## src/aseq_defs.vh

```
// Register offsets, field positions, reset values and timing counts of the sequencer
`ifndef ASEQ_DEFS_VH
`define ASEQ_DEFS_VH
// ==========================================================
// Register byte offsets (APB, word aligned)
// Control register two keeps its word index; its byte address is four times it
`define ASEQ_CTRL_TWO_INDEX 10'h09B
`define ASEQ_OFF_CTRL_ZERO 10'h000
`define ASEQ_OFF_CTRL_ONE 10'h004
`define ASEQ_OFF_CTRL_TWO (`ASEQ_CTRL_TWO_INDEX << 2)
`define ASEQ_OFF_RESULT_HIGH 10'h008
`define ASEQ_OFF_RESULT_LOW 10'h00C
`define ASEQ_OFF_STATUS 10'h010
// ==========================================================
// conv_ctrl_zero fields
`define ASEQ_C0_ON 0
`define ASEQ_C0_GO 2
`define ASEQ_C0_CHS_LSB 3
`define ASEQ_C0_CS_LSB 6
// conv_ctrl_one fields
`define ASEQ_C1_PCFG_LSB 0
`define ASEQ_C1_VCFG_LSB 4
`define ASEQ_C1_CS2 6
`define ASEQ_C1_FMT 7
// conv_ctrl_two field
`define ASEQ_C2_ACQ_LSB 3
// status fields
`define ASEQ_ST_FLAG 0
`define ASEQ_ST_IE 1
// ==========================================================
// Reset values
`define ASEQ_RST_C0 8'h00
`define ASEQ_RST_C1 8'h00
`define ASEQ_RST_C2 8'h00
// ==========================================================
// Timing counts
`define ASEQ_CONV_BITS 10
`define ASEQ_CONV_TADS 12
`define ASEQ_POST_TADS 2
`define ASEQ_RC_TAD_NS 4000
`define ASEQ_CLK_NS 10
`define ASEQ_RC_TAD_CYC ((`ASEQ_RC_TAD_NS) / (`ASEQ_CLK_NS))
`define ASEQ_INSTR_CLKS 4
`endif

```

## src/aseq_sar.v

```verilog
// Successive-approximation register, one bit decided per conversion-bit period
`timescale 1ns/1ps
`default_nettype none
module aseq_sar #(
    parameter BITS = 10
) (
    // Clock and reset
    input wire pclk,
    input wire presetn,
    // Control
    input wire start,
    input wire step,
    input wire cmp_hi,
    // Trial code and result
    output reg [BITS-1:0] trial,
    output reg [BITS-1:0] code_ff
);
    // ==========================================================
    reg [BITS-1:0] mask_ff;
    always @(posedge pclk or negedge presetn) begin
        if (!presetn) begin
            mask_ff <= {BITS{1'b0}};
            code_ff <= {BITS{1'b0}};
        end else if (start) begin
            mask_ff <= {1'b1, {(BITS-1){1'b0}}};
            code_ff <= {BITS{1'b0}};
        end else if (step && mask_ff != {BITS{1'b0}}) begin
            // Keep the trial bit if the input is above the trial level
            if (cmp_hi)
                code_ff <= code_ff | mask_ff;
            mask_ff <= mask_ff >> 1;
        end
    end
    always @* begin
        trial = code_ff | mask_ff;
    end
endmodule // aseq_sar
`default_nettype wire

```

## src/aseq_tad_gen.v

```verilog
// Conversion-bit period enable generator
`timescale 1ns/1ps
`default_nettype none
`include "aseq_defs.vh"
module aseq_tad_gen #(
    parameter RC_DIV = `ASEQ_RC_TAD_CYC
) (
    // Clock and reset
    input wire pclk,
    input wire presetn,
    // Control
    input wire run,
    input wire [2:0] clk_sel,
    // Enable out
    output reg tad_tick
);
    // ==========================================================
    // Divider; Tosc options give 2..64 clocks, RC uses its own count
    reg [8:0] cnt_ff;
    reg [8:0] limit;
    always @* begin
        case (clk_sel)
            3'h0: limit = 9'h001;
            3'h4: limit = 9'h003;
            3'h1: limit = 9'h007;
            3'h5: limit = 9'h00F;
            3'h2: limit = 9'h01F;
            3'h6: limit = 9'h03F;
            default: limit = RC_DIV[8:0] - 9'h001;
        endcase
    end
    always @(posedge pclk or negedge presetn) begin
        if (!presetn) begin
            cnt_ff <= 9'h000;
            tad_tick <= 1'b0;
        end else if (!run) begin
            cnt_ff <= 9'h000;
            tad_tick <= 1'b0;
        end else if (cnt_ff >= limit) begin
            cnt_ff <= 9'h000;
            tad_tick <= 1'b1;
        end else begin
            cnt_ff <= cnt_ff + 9'h001;
            tad_tick <= 1'b0;
        end
    end
endmodule // aseq_tad_gen
`default_nettype wire

```

## src/aseq_top.v

```verilog
// Acquisition and conversion sequencer for a 10-bit SAR converter
// How it works
// - Acquisition code 0..7 inserts 0,2,4,6,8,12,16,20 bit periods before converting
// - RC clock with code zero waits one instruction cycle before the clock starts
// - Software selects supply rails or reference pins as converter reference
// - Conversion continues in sleep only with the internal RC clock
// - Ten-bit result found by successive approximation, ten steps
// - Reset restores registers, switches converter off, aborts any conversion
// - On completion load result pair, clear go/done, set done flag
// - Power-on reset leaves result pair untouched
// - Each shared pin is software selectable analog or digital
// - After conversion hold off next acquisition at least two bit periods
// - Holding capacitor stays disconnected during the post-conversion delay
// - Code zero: go/done stops sampling and converts, at once on Tosc clocks, one instruction cycle later on the RC clock
// - Nonzero code: keep sampling programmed periods, then convert automatically
// - After conversion resume sampling the selected channel
// - No status tells acquisition end from conversion start
// - Clearing go/done aborts; result keeps last completed or written value
// - A full conversion lasts at least twelve bit periods
// - Sleep with non-RC clock aborts and powers off, enable stays set
//
// Decided for this implementation: the APB register port.
`timescale 1ns/1ps
`default_nettype none
`include "aseq_defs.vh"
module aseq_top #(
    parameter RC_DIV = `ASEQ_RC_TAD_CYC
) (
    // APB slave
    input wire pclk,
    input wire presetn,
    input wire psel,
    input wire penable,
    input wire pwrite,
    input wire [9:0] paddr,
    input wire [31:0] pwdata,
    output reg [31:0] prdata,
    output reg pready,
    output reg pslverr,
    // System
    input wire por_event,
    input wire sleep_req,
    // Analog front end
    input wire cmp_hi,
    output reg [9:0] dac_code,
    output reg sample_en,
    output reg hold_cap_connect,
    output reg analog_pwr,
    output reg [3:0] chan_sel,
    output reg vref_pos_pin,
    output reg vref_neg_pin,
    output reg [13:0] pin_analog,
    // Interrupt request
    output reg conv_irq
);
    // ==========================================================
    // States
    localparam ST_IDLE = 3'h0;
    localparam ST_WAIT_TCY = 3'h1;
    localparam ST_ACQ = 3'h2;
    localparam ST_CONV = 3'h3;
    localparam ST_POST = 3'h4;
    // ==========================================================
    // Registers
    reg [7:0] ctrl0_ff;
    reg [7:0] ctrl1_ff;
    reg [2:0] acq_time_sel_ff;
    reg [9:0] result_ff;
    reg conv_done_flag_ff;
    reg conv_int_enable_ff;
    reg [2:0] state_ff;
    reg [2:0] nxt_state;
    reg [4:0] nxt_tad_cnt;
    reg done_evt;
    reg [4:0] tad_cnt_ff;
    reg [1:0] tcy_cnt_ff;
    reg [1:0] por_sync_ff;
    reg [1:0] slp_sync_ff;
    reg asleep_ff;
    wire [2:0] clk_sel;
    wire rc_clk;
    wire tad_tick;
    wire [9:0] trial;
    wire [9:0] sar_code;
    wire converter_on;
    wire go_bit;
    wire wr_en;
    wire rd_en;
    wire sar_start;
    wire tad_run;
    wire slp_abort;
    // ==========================================================
    // Decoding helpers
    function [4:0] acq_tads;
        input [2:0] code;
        begin
            case (code)
                3'h0: acq_tads = 5'h00;
                3'h1: acq_tads = 5'h02;
                3'h2: acq_tads = 5'h04;
                3'h3: acq_tads = 5'h06;
                3'h4: acq_tads = 5'h08;
                3'h5: acq_tads = 5'h0C;
                3'h6: acq_tads = 5'h10;
                default: acq_tads = 5'h14;
            endcase
        end
    endfunction
    // Analog pin mask for a port configuration code
    function [13:0] pin_map;
        input [3:0] pcfg;
        reg [4:0] n;
        begin
            n = 5'h00;
            if (pcfg == 4'h0 || pcfg == 4'h1)
                n = 5'h0E;
            else
                n = 5'h0F - {1'b0, pcfg};
            pin_map = (n >= 5'h0E) ? 14'h3FFF : ((14'h0001 << n) - 14'h0001);
        end
    endfunction
    // ==========================================================
    // Field views
    assign converter_on = ctrl0_ff[`ASEQ_C0_ON];
    assign go_bit = ctrl0_ff[`ASEQ_C0_GO];
    assign clk_sel = {ctrl1_ff[`ASEQ_C1_CS2], ctrl0_ff[`ASEQ_C0_CS_LSB+1 -: 2]};
    assign rc_clk = (clk_sel[1:0] == 2'h3);
    assign wr_en = psel && penable && pwrite;
    assign rd_en = psel && !penable && !pwrite;
    // Sleep only halts the converter when its clock is not the RC one
    assign slp_abort = asleep_ff && !rc_clk;
    assign sar_start = (state_ff != ST_CONV) && (nxt_state == ST_CONV);
    assign tad_run = (state_ff == ST_ACQ) || (state_ff == ST_CONV) || (state_ff == ST_POST);
    // ==========================================================
    // Synchronisers for asynchronous system events
    always @(posedge pclk or negedge presetn) begin
        if (!presetn) begin
            por_sync_ff <= 2'h0;
            slp_sync_ff <= 2'h0;
            asleep_ff <= 1'b0;
        end else begin
            por_sync_ff <= {por_sync_ff[0], por_event};
            slp_sync_ff <= {slp_sync_ff[0], sleep_req};
            asleep_ff <= slp_sync_ff[1];
        end
    end
    // ==========================================================
    // Sub blocks
    aseq_tad_gen #(.RC_DIV(RC_DIV)) u_tad (
        .pclk(pclk),
        .presetn(presetn),
        .run(tad_run),
        .clk_sel(clk_sel),
        .tad_tick(tad_tick)
    );
    aseq_sar #(.BITS(`ASEQ_CONV_BITS)) u_sar (
        .pclk(pclk),
        .presetn(presetn),
        .start(sar_start),
        .step(tad_tick && state_ff == ST_CONV && tad_cnt_ff < 5'd10),
        .cmp_hi(cmp_hi),
        .trial(trial),
        .code_ff(sar_code)
    );
    // ==========================================================
    // Sequencer
    always @* begin
        nxt_state = state_ff;
        nxt_tad_cnt = tad_cnt_ff;
        done_evt = 1'b0;
        case (state_ff)
            ST_IDLE: begin
                nxt_tad_cnt = 5'h00;
                if (go_bit && converter_on && !slp_abort) begin
                    if (acq_time_sel_ff != 3'h0)
                        nxt_state = ST_ACQ;
                    else if (rc_clk)
                        nxt_state = ST_WAIT_TCY;
                    else
                        nxt_state = ST_CONV;
                end
            end
            ST_WAIT_TCY: begin
                if (tcy_cnt_ff == `ASEQ_INSTR_CLKS - 1)
                    nxt_state = ST_CONV;
            end
            ST_ACQ: begin
                if (tad_tick) begin
                    if (tad_cnt_ff + 5'h01 >= acq_tads(acq_time_sel_ff)) begin
                        nxt_state = ST_CONV;
                        nxt_tad_cnt = 5'h00;
                    end else begin
                        nxt_tad_cnt = tad_cnt_ff + 5'h01;
                    end
                end
            end
            ST_CONV: begin
                if (tad_tick) begin
                    if (tad_cnt_ff == `ASEQ_CONV_TADS - 1) begin
                        nxt_state = ST_POST;
                        nxt_tad_cnt = 5'h00;
                        done_evt = 1'b1;
                    end else begin
                        nxt_tad_cnt = tad_cnt_ff + 5'h01;
                    end
                end
            end
            ST_POST: begin
                if (tad_tick) begin
                    if (tad_cnt_ff == `ASEQ_POST_TADS - 1)
                        nxt_state = ST_IDLE;
                    else
                        nxt_tad_cnt = tad_cnt_ff + 5'h01;
                end
            end
            default: nxt_state = ST_IDLE;
        endcase
        // Abort paths: go/done cleared, converter off, or sleep on a non-RC clock
        if ((state_ff == ST_ACQ || state_ff == ST_CONV || state_ff == ST_WAIT_TCY)
            && (!go_bit || !converter_on || slp_abort)) begin
            nxt_state = ST_POST;
            nxt_tad_cnt = 5'h00;
            done_evt = 1'b0;
        end
    end
    always @(posedge pclk or negedge presetn) begin
        if (!presetn) begin
            state_ff <= ST_IDLE;
            tad_cnt_ff <= 5'h00;
            tcy_cnt_ff <= 2'h0;
        end else begin
            state_ff <= nxt_state;
            tad_cnt_ff <= nxt_tad_cnt;
            tcy_cnt_ff <= (state_ff == ST_WAIT_TCY) ? tcy_cnt_ff + 2'h1 : 2'h0;
        end
    end
    // ==========================================================
    // Register file
    always @(posedge pclk or negedge presetn) begin
        if (!presetn) begin
            ctrl0_ff <= `ASEQ_RST_C0;
            ctrl1_ff <= `ASEQ_RST_C1;
            acq_time_sel_ff <= 3'h0;
            conv_done_flag_ff <= 1'b0;
            conv_int_enable_ff <= 1'b0;
        end else begin
            if (wr_en && paddr == `ASEQ_OFF_CTRL_ZERO)
                ctrl0_ff <= pwdata[7:0];
            else if (wr_en && paddr == `ASEQ_OFF_CTRL_ONE)
                ctrl1_ff <= pwdata[7:0];
            else if (wr_en && paddr == `ASEQ_OFF_CTRL_TWO)
                acq_time_sel_ff <= pwdata[`ASEQ_C2_ACQ_LSB+2 -: 3];
            // Go/done drops on completion; the enable bit is never touched by sleep
            if (done_evt)
                ctrl0_ff[`ASEQ_C0_GO] <= 1'b0;
            if (wr_en && paddr == `ASEQ_OFF_STATUS)
                conv_int_enable_ff <= pwdata[`ASEQ_ST_IE];
            // Completion wins over a simultaneous clear
            if (done_evt)
                conv_done_flag_ff <= 1'b1;
            else if (wr_en && paddr == `ASEQ_OFF_STATUS && !pwdata[`ASEQ_ST_FLAG])
                conv_done_flag_ff <= 1'b0;
        end
    end
    // Result pair has no reset so a power-on leaves it untouched
    always @(posedge pclk) begin
        if (done_evt)
            result_ff <= sar_code;
        else if (wr_en && paddr == `ASEQ_OFF_RESULT_HIGH)
            result_ff[9:2] <= pwdata[7:0];
        else if (wr_en && paddr == `ASEQ_OFF_RESULT_LOW)
            result_ff[1:0] <= pwdata[7:6];
    end
    // ==========================================================
    // APB read path and outputs
    always @(posedge pclk or negedge presetn) begin
        if (!presetn) begin
            prdata <= 32'h0000_0000;
            pready <= 1'b0;
            pslverr <= 1'b0;
        end else begin
            pready <= psel && !penable;
            pslverr <= 1'b0;
            if (rd_en) begin
                if (paddr == `ASEQ_OFF_CTRL_ZERO)
                    prdata <= {24'h000000, ctrl0_ff};
                else if (paddr == `ASEQ_OFF_CTRL_ONE)
                    prdata <= {24'h000000, ctrl1_ff};
                else if (paddr == `ASEQ_OFF_CTRL_TWO)
                    prdata <= {26'h0000000, acq_time_sel_ff, 3'h0};
                else if (paddr == `ASEQ_OFF_RESULT_HIGH)
                    prdata <= {24'h000000, result_ff[9:2]};
                else if (paddr == `ASEQ_OFF_RESULT_LOW)
                    prdata <= {24'h000000, result_ff[1:0], 6'h00};
                else if (paddr == `ASEQ_OFF_STATUS)
                    prdata <= {30'h00000000, conv_int_enable_ff, conv_done_flag_ff};
                else begin
                    prdata <= 32'h0000_0000;
                    pslverr <= 1'b1;
                end
            end
        end
    end
    always @(posedge pclk or negedge presetn) begin
        if (!presetn) begin
            dac_code <= 10'h000;
            sample_en <= 1'b0;
            hold_cap_connect <= 1'b0;
            analog_pwr <= 1'b0;
            chan_sel <= 4'h0;
            vref_pos_pin <= 1'b0;
            vref_neg_pin <= 1'b0;
            pin_analog <= 14'h3FFF;
            conv_irq <= 1'b0;
        end else begin
            dac_code <= trial;
            // Capacitor tracks the channel except while converting or settling
            sample_en <= converter_on && !slp_abort
                && (nxt_state == ST_IDLE || nxt_state == ST_ACQ
                || nxt_state == ST_WAIT_TCY);
            hold_cap_connect <= converter_on && !slp_abort
                && nxt_state != ST_POST && nxt_state != ST_CONV;
            analog_pwr <= converter_on && !slp_abort;
            chan_sel <= ctrl0_ff[`ASEQ_C0_CHS_LSB+2 -: 3] & 4'h7;
            vref_pos_pin <= ctrl1_ff[`ASEQ_C1_VCFG_LSB];
            vref_neg_pin <= ctrl1_ff[`ASEQ_C1_VCFG_LSB+1];
            pin_analog <= pin_map(ctrl1_ff[3:0]);
            conv_irq <= conv_done_flag_ff && conv_int_enable_ff;
        end
    end
endmodule // aseq_top
`default_nettype wire

```

## config.mk

```make
export PLATFORM = sky130hd
export DESIGN_NAME = aseq_top
export DESIGN_NICKNAME = d
export VERILOG_FILES = /design/src/aseq_sar.v /design/src/aseq_tad_gen.v /design/src/aseq_top.v
export VERILOG_INCLUDE_DIRS = /design/src
export SDC_FILE = /design/constraint.sdc
export NUM_CORES = 1
export LEC_CHECK = 0
export BUFFER_PORTS_ARGS = -buffer_cell sky130_fd_sc_hd__buf_2
export CORE_MARGIN = 2
export CORE_UTILIZATION = 55
export CTS_CLUSTER_DIAMETER = 200
export DETAILED_ROUTE_END_ITERATION = 6
export PLACE_DENSITY = 0.8
export SETUP_SLACK_MARGIN = 0.02
export SLEW_MARGIN = 20
export SYNTH_ARGS = -nofsm -noshare
export SYNTH_HDL_FRONTEND = slang
export SYNTH_SLANG_ARGS = --single-unit
```

## constraint.sdc

```tcl
create_clock -name pclk -period 4.25 [get_ports pclk]
set_input_delay 0 -clock pclk [delete_from_list [all_inputs] [get_ports pclk]]
set_output_delay 0 -clock pclk [all_outputs]
set_load 0.01 [all_outputs]
```

# After elaboration in Yosys (flattened, before gate mapping)
# Index checks and enable logic that the tools add are counted.
# W data, S select, Z words.
totals:
  latch_bits: 0
  input_bits: 50
  reg_bits: 141
  mem_bits_ro: 0
  elab_cells: 198
  memories: 0
  ram_bits: 0
op_classes:
  n_bitwise: 3
  order_cmp: 4
  eq_ne: 36
  n_div: 0
  reduce_logical: 59
  shifts: 1
  n_mux: 61
  addsub: 5
  mul: 0
ops:
  columns: ["cell", "n"]
  rows:
  - ["$mux W10", 6]
  - ["$pmux W9 S6", 1]
  - ["$mux W5", 10]
  - ["$mux W8", 6]
  - ["$pmux W5 S7", 1]
  - ["$mux W3", 10]
  - ["$logic_and A1 B1 Y1", 24]
  - ["$eq A3 B2 Y1 const B", 7]
  - ["$eq A3 B3 Y1 const B", 7]
  - ["$eq A10 B4 Y1 const B", 2]
  - ["$pmux W5 S4", 1]
  - ["$mux W9", 2]
  - ["$mux W1", 16]
  - ["$pmux W3 S5", 1]
  - ["$mux W14", 1]
  - ["$shl A1 B5 Y14 const A", 1]
  - ["$sub A14 B1 Y14 const B", 1]
  - ["$eq A3 B1 Y1 const B", 4]
  - ["$logic_not A3 Y1", 4]
  - ["$mux W2", 6]
  - ["$reduce_bool A2 Y1", 6]
  - ["$eq A10 B10 Y1 const B", 1]
  - ["$eq A10 B3 Y1 const B", 1]
  - ["$eq A10 B5 Y1 const B", 1]
  - ["28 further kinds", 49]

# Depth between registers and ports, before layout
logic_depth:
  word_depth: 13
  depth_mapped: 11
  mapped_depth_nobuf: 10

# Hierarchy
# From an unflattened synthesis, not the netlist that was laid out.
unflattened:
  cells_unflattened: 514
  hier_area_um2: 5888.1
modules_own_cells:
  columns: ["mod", "area_per_inst_um2", "seq_area_each_um2", "instances", "cells_per_inst"]
  rows:
  - ["aseq_top", 4322.9, 2244.7, 1, 365]
  - ["aseq_sar", 862.1, 500.5, 1, 79]
  - ["aseq_tad_gen", 703.2, 250.2, 1, 70]

# Least setup slack after synthesis
# OpenSTA, ideal clock, no wires.
synth_timing:
  path_kind: "register to register"
  start: "register tad_cnt_ff[0]"
  end: "register tad_cnt_ff[1]"
  synth_period_minus_slack_ns: 2.365
  setup_time_ns: 0.096
  arrival_ns: 2.270
  path_stages_with_launch: 10
  path_slack_ns: 1.885
  path_buffers: 0
  cell_sequence: "dfrtp_1 -> ha_1 -> nand3_1 -> xor2_1 -> inv_1 -> ha_1 -> a211o_1 -> a2111oi_0 -> a221oi_1 -> o31ai_1"
synth_via:
  elab_chain_len: 6
  elab_cells_between_ends: 14
  classes_between: "add/sub: 1; order compare: 1; eq/ne: 3; mux: 8; reduce/logical: 1"
synth_lines:
  columns: ["element", "line_no", "text"]
  rows:
  - ["start, declared", "aseq_top.v:75", "reg [4:0] tad_cnt_ff;"]
  - ["start signal, assigned", "aseq_top.v:233", "tad_cnt_ff <= nxt_tad_cnt;"]
  - ["$add A5 B1 Y5", null, null]
  - ["$ge A5 B5 Y1", "aseq_top.v:189", "if (tad_cnt_ff + 5'h01 >= acq_tads(acq_time_sel_ff)) begin"]
  - ["$mux W5", "aseq_top.v:189", null]
  - ["$mux W5", "aseq_top.v:188", "if (tad_tick) begin"]
  - ["$pmux W5 S4", "aseq_top.v:171", "case (state_ff)"]
  - ["$mux W5", "aseq_top.v:219", "if ((state_ff == ST_ACQ || state_ff == ST_CONV || state_ff == ST_WAIT_TCY)"]
# Several ways; a longest one is shown, not always the timed one. The select of a mux whose other input is x is not followed.
# A chain may end at the register's enable or synchronous reset.

# Worst setup path in the final report
layout_timing:
  start: "input port paddr[8]"
  end: "register conv_int_enable_ff"
layout_via:
  elab_chain_len: 2
layout_lines:
  columns: ["element", "line_no", "text"]
  rows:
  - ["start, declared", "aseq_top.v:35", "input wire [9:0] paddr,"]
  - ["$eq A10 B5 Y1 (no line)", null, null]
  - ["$logic_and A1 B1 Y1 (no line)", null, null]
  - ["end signal, assigned", "aseq_top.v:257", "conv_int_enable_ff <= pwdata[`ASEQ_ST_IE];"]
  - ["end, declared", "aseq_top.v:70", "reg conv_int_enable_ff;"]
# Every way passes these cells.

==> run metrics <==
worst vdd ir 0.2867 mV; Worst Hold End u_sar.code_ff[4]; # rows 37; initial DRC count 369; min Tclk post-route around 3.1 ns; WL met1 about 5200 um; Post-Synthesis Cells 546; Sw Pwr 0.0006302 W; WP data arrival around 3.5 ns; area delta synth->final 19.32%; CP Max Fanout 5; vias 4432; run status finished, final reports clean; Post-CTS Resized 0; CTS tree yes; WL/cell ~17 um; CTS Sinks approximately 120; Mean Syn Cell Area between 10 and 15 sq um; worst r2r path cells 10; first-pass GRT wire length 21180 um; Hold Crit Start cmp_hi; maxcap violations 0; CP Buf/Inv Count 4; Hold Fails Final Rpt 0; Total Wirelength roughly 13000 um; Startpoint Class primary input; Clock Tree Root clkbuf_8; Final ANT Viol Nets 0; top layer used by detailed routing met4; GR Util All Layers roughly a quarter; Slew HR 49.87%; register area share after synthesis between 50% and 60%; Worst-Skew Late Latency around 0.53 ns; flops & latches, synth 117; # DRC 0; worst min-delay path class primary input to flip-flop; chip width 106.4 um; number of enable flip-flop cells after synthesis 10; post-DR vias/cell ~5.7; layout cells sized above 1 24.07%; Overflow after GRT 0; fmax about 0.32 GHz; largest net degree at the start of global routing 55; Critical Path, Cell by Cell dlygate4sd3_1, buf_2, or4_4, dlygate4sd3_1, nor4_1, nand3_1, dlygate4sd3_1, mux2_2; DP HPWL slightly above 8000 um; Synth area leaders dfrtp_1 (40%), dfstp_2 (6.4%), edfxtp_1 (5.2%); Worst EP required between 4 and 5 ns; CP peak stage delay a little over 0.6 ns; CP Class primary input to flip-flop; max-slew violations 0; Synth area leader dfrtp_1; FF-to-FF Start tad_cnt_ff[0]; final net count approximately 700; synthesized cell area between 5000 and 6000 sq um; Fin Clk Skew slightly above 0.007 ns; PwrDens around 380 nW/um^2; Worst setup EP type flip-flop; cell count along the critical path 8; Setup Viol. Count Final 0; IO buf count 67; die height around 110 um; internal reg-to-reg setup slack between 1 and 1.5 ns; Sequential Power Share 43.9%; initial antenna violation count 1; Hold Path Stages 5; initial core utilization 56.33%; count of cell types in the netlist 62; worst slew pin tran 0.7464 ns; power share of the clock group 52.0%; sw frac approximately 24%; core area ~10000 sq um; Post-synth ARST share 91.45%; Critical R2R Capture u_sar.mask_ff[8]; Top Ports 118; synth warn 0; CP delay by family, top buffers and inverters; gpl congestion between 0.9 and 1; Post-CTS Setup Bufs 0; wire length on met3 880 um; Synth top area share around two fifths; met2 routed WL 6294 um; Pre-antenna DRT Iters 5; Most used DFF post-synth dfrtp_1; final setup TNS 0 ns; hold-fix buffers at CTS 27; Final Util between 60% and 70%; Tcrit/Tclk final between 70% and 80%; RSZ-0062 raised after global routing no; Worst path most repeated cell dlygate4sd3_1; Max clock buf depth 2; Int Pwr 0.001964 W; Die Area between 10000 and 15000 sq um; H-tree depth 4; CTS buffer count 17; Reg clk slew, reported paths about 0.060 ns; number of global-route vias before repair 4273; Leak between 3 and 4 nW; Slowest-stage cell, CP nor4_1; combinational power share just over 4%
power by group through the flow:
stage	combinational [W]	clock [W]	sequential [W]
floorplan	0.0000540	0	0.00116
global placement	0.0000839	0	0.00116
detailed placement	0.0000859	0	0.00116
CTS	0.000105	0.00136	0.00114
global route	0.000119	0.00142	0.00114
finish	0.000108	0.00135	0.00114
state kept, by name, indices dropped and copies added (netlist names), 2 cells and up:
signal	count
ctrl1_ff	8
u_tad.cnt_ff	9
state_ff	3
ctrl0_ff	8
acq_time_sel_ff	3
dac_code	10
result_ff	10
u_sar.code_ff	10
pin_analog	14
slp_sync_ff	2
u_sar.mask_ff	10
prdata	8
tad_cnt_ff	5
tcy_cnt_ff	2
chan_sel	3
Yosys cell counts, types with 2 or more instances:
master,instances
a31oi_1,4
or4_1,2
a211oi_1,5
o22ai_1,2
nand2b_1,10
a21oi_1,34
xnor2_1,4
o31ai_1,4
xor2_1,7
mux2i_1,6
o41ai_1,4
nand4_1,7
dfrtp_1,93
o21ai_0,20
a221oi_1,3
or3_1,5
mux2_4,8
or2_2,11
a311oi_1,2
edfxtp_1,10
and2_1,4
a22oi_1,2
nor2b_1,7
buf_4,29
buf_2,2
inv_1,16
buf_6,2
nand3_1,15
a21o_1,4
nor2_1,48
nor4_1,3
nor4b_1,2
dfstp_2,14
nand4b_1,2
a211o_1,5
nor3_1,12
ha_1,22
mux2_2,17
nand2_1,54
clkbuf_1,20
o211ai_1,2
and3_1,2
o211a_1,2
tightest hold or removal path: stages:
cell and delay [ns]:
buf_2 0.10, o41ai_1 0.05, nor2_1 0.15, a21oi_1 0.18
nor2_1 0.04
worst max path at each step:
stage	slack (ns)	end	from
2_1_floorplan	1.88	tad_cnt_ff[1]	tad_cnt_ff[0]
3_3_place_gp	1.59	u_sar.mask_ff[7]	tad_cnt_ff[0]
3_5_place_dp	1.50	u_sar.mask_ff[8]	tad_cnt_ff[0]
4_1_cts	1.46	conv_int_enable_ff	paddr[8]
5_1_grt	1.11	conv_done_flag_ff	paddr[8]
6_report	1.17	conv_int_enable_ff	paddr[8]
cells in the final DEF (no fill, tap or decap), drive strengths merged, types with 5 or more instances in the layout:
cell	Yosys	routed
dfstp	14	14
dfrtp	93	93
a21oi	34	34
nand4	7	7
or3	6	6
nor2	48	48
ha	22	22
mux2	25	25
inv	16	22
buf	33	68
xor2	7	7
clkbuf	20	17
conb	1	25
edfxtp	10	10
nand2	54	54
o21ai	21	21
a211o	5	5
nor3	12	12
dlygate4sd3	0	27
mux2i	6	6
nand2b	10	10
a211oi	5	5
or2	11	11
nor2b	7	7
clkinv	0	7
nand3	15	15
cells by family after synthesis:
family,synth area share [%]
other cells,0.06507
simple gates,17.04
fa+ha+maj,4.776
flops,51.98
compound gates,11.33
mux,6.448
buf+inv,6.687
xor+xnor,1.672
stage by stage:
stage / setup WS, ns / instances / total power [W] / area, sq um / hold slack [ns]
floorplan: 1.885 / 570 / 0.001213 / 5853 / -0.2956
global placement: 1.586 / 721 / 0.001242 / 6043 / 0.07831
detailed placement: 1.497 / 721 / 0.001244 / 6043 / 0.08170
CTS: 1.463 / 780 / 0.002602 / 6874 / 0.007698
global route: 1.114 / 781 / 0.002673 / 6877 / 0.04376
finish: 1.167 / 781 / 0.002594 / 6877 / 0.03590
routing by layer:
layer | vias to the layer above | global-route usage, %
li1 | 2047 | -
met1 | 2138 | 30.87
met2 | 201 | 38.19
met3 | 46 | 5.518
met4 | 0 | 12.03
met5 | - | 0
final cells by class:
cell class | count | area [sq um]
diodes | 1 | 2.502
clock buffers | 17 | 414.1
clock inverters | 15 | 146.4
fillers | 715 | 3354
inverters | 16 | 60.06
multi-input cells | 384 | 2472
flip-flops and latches | 117 | 2995
well taps | 136 | 170.2
repair buffers | 95 | 615.6
Power figures use the tool's default switching activity.
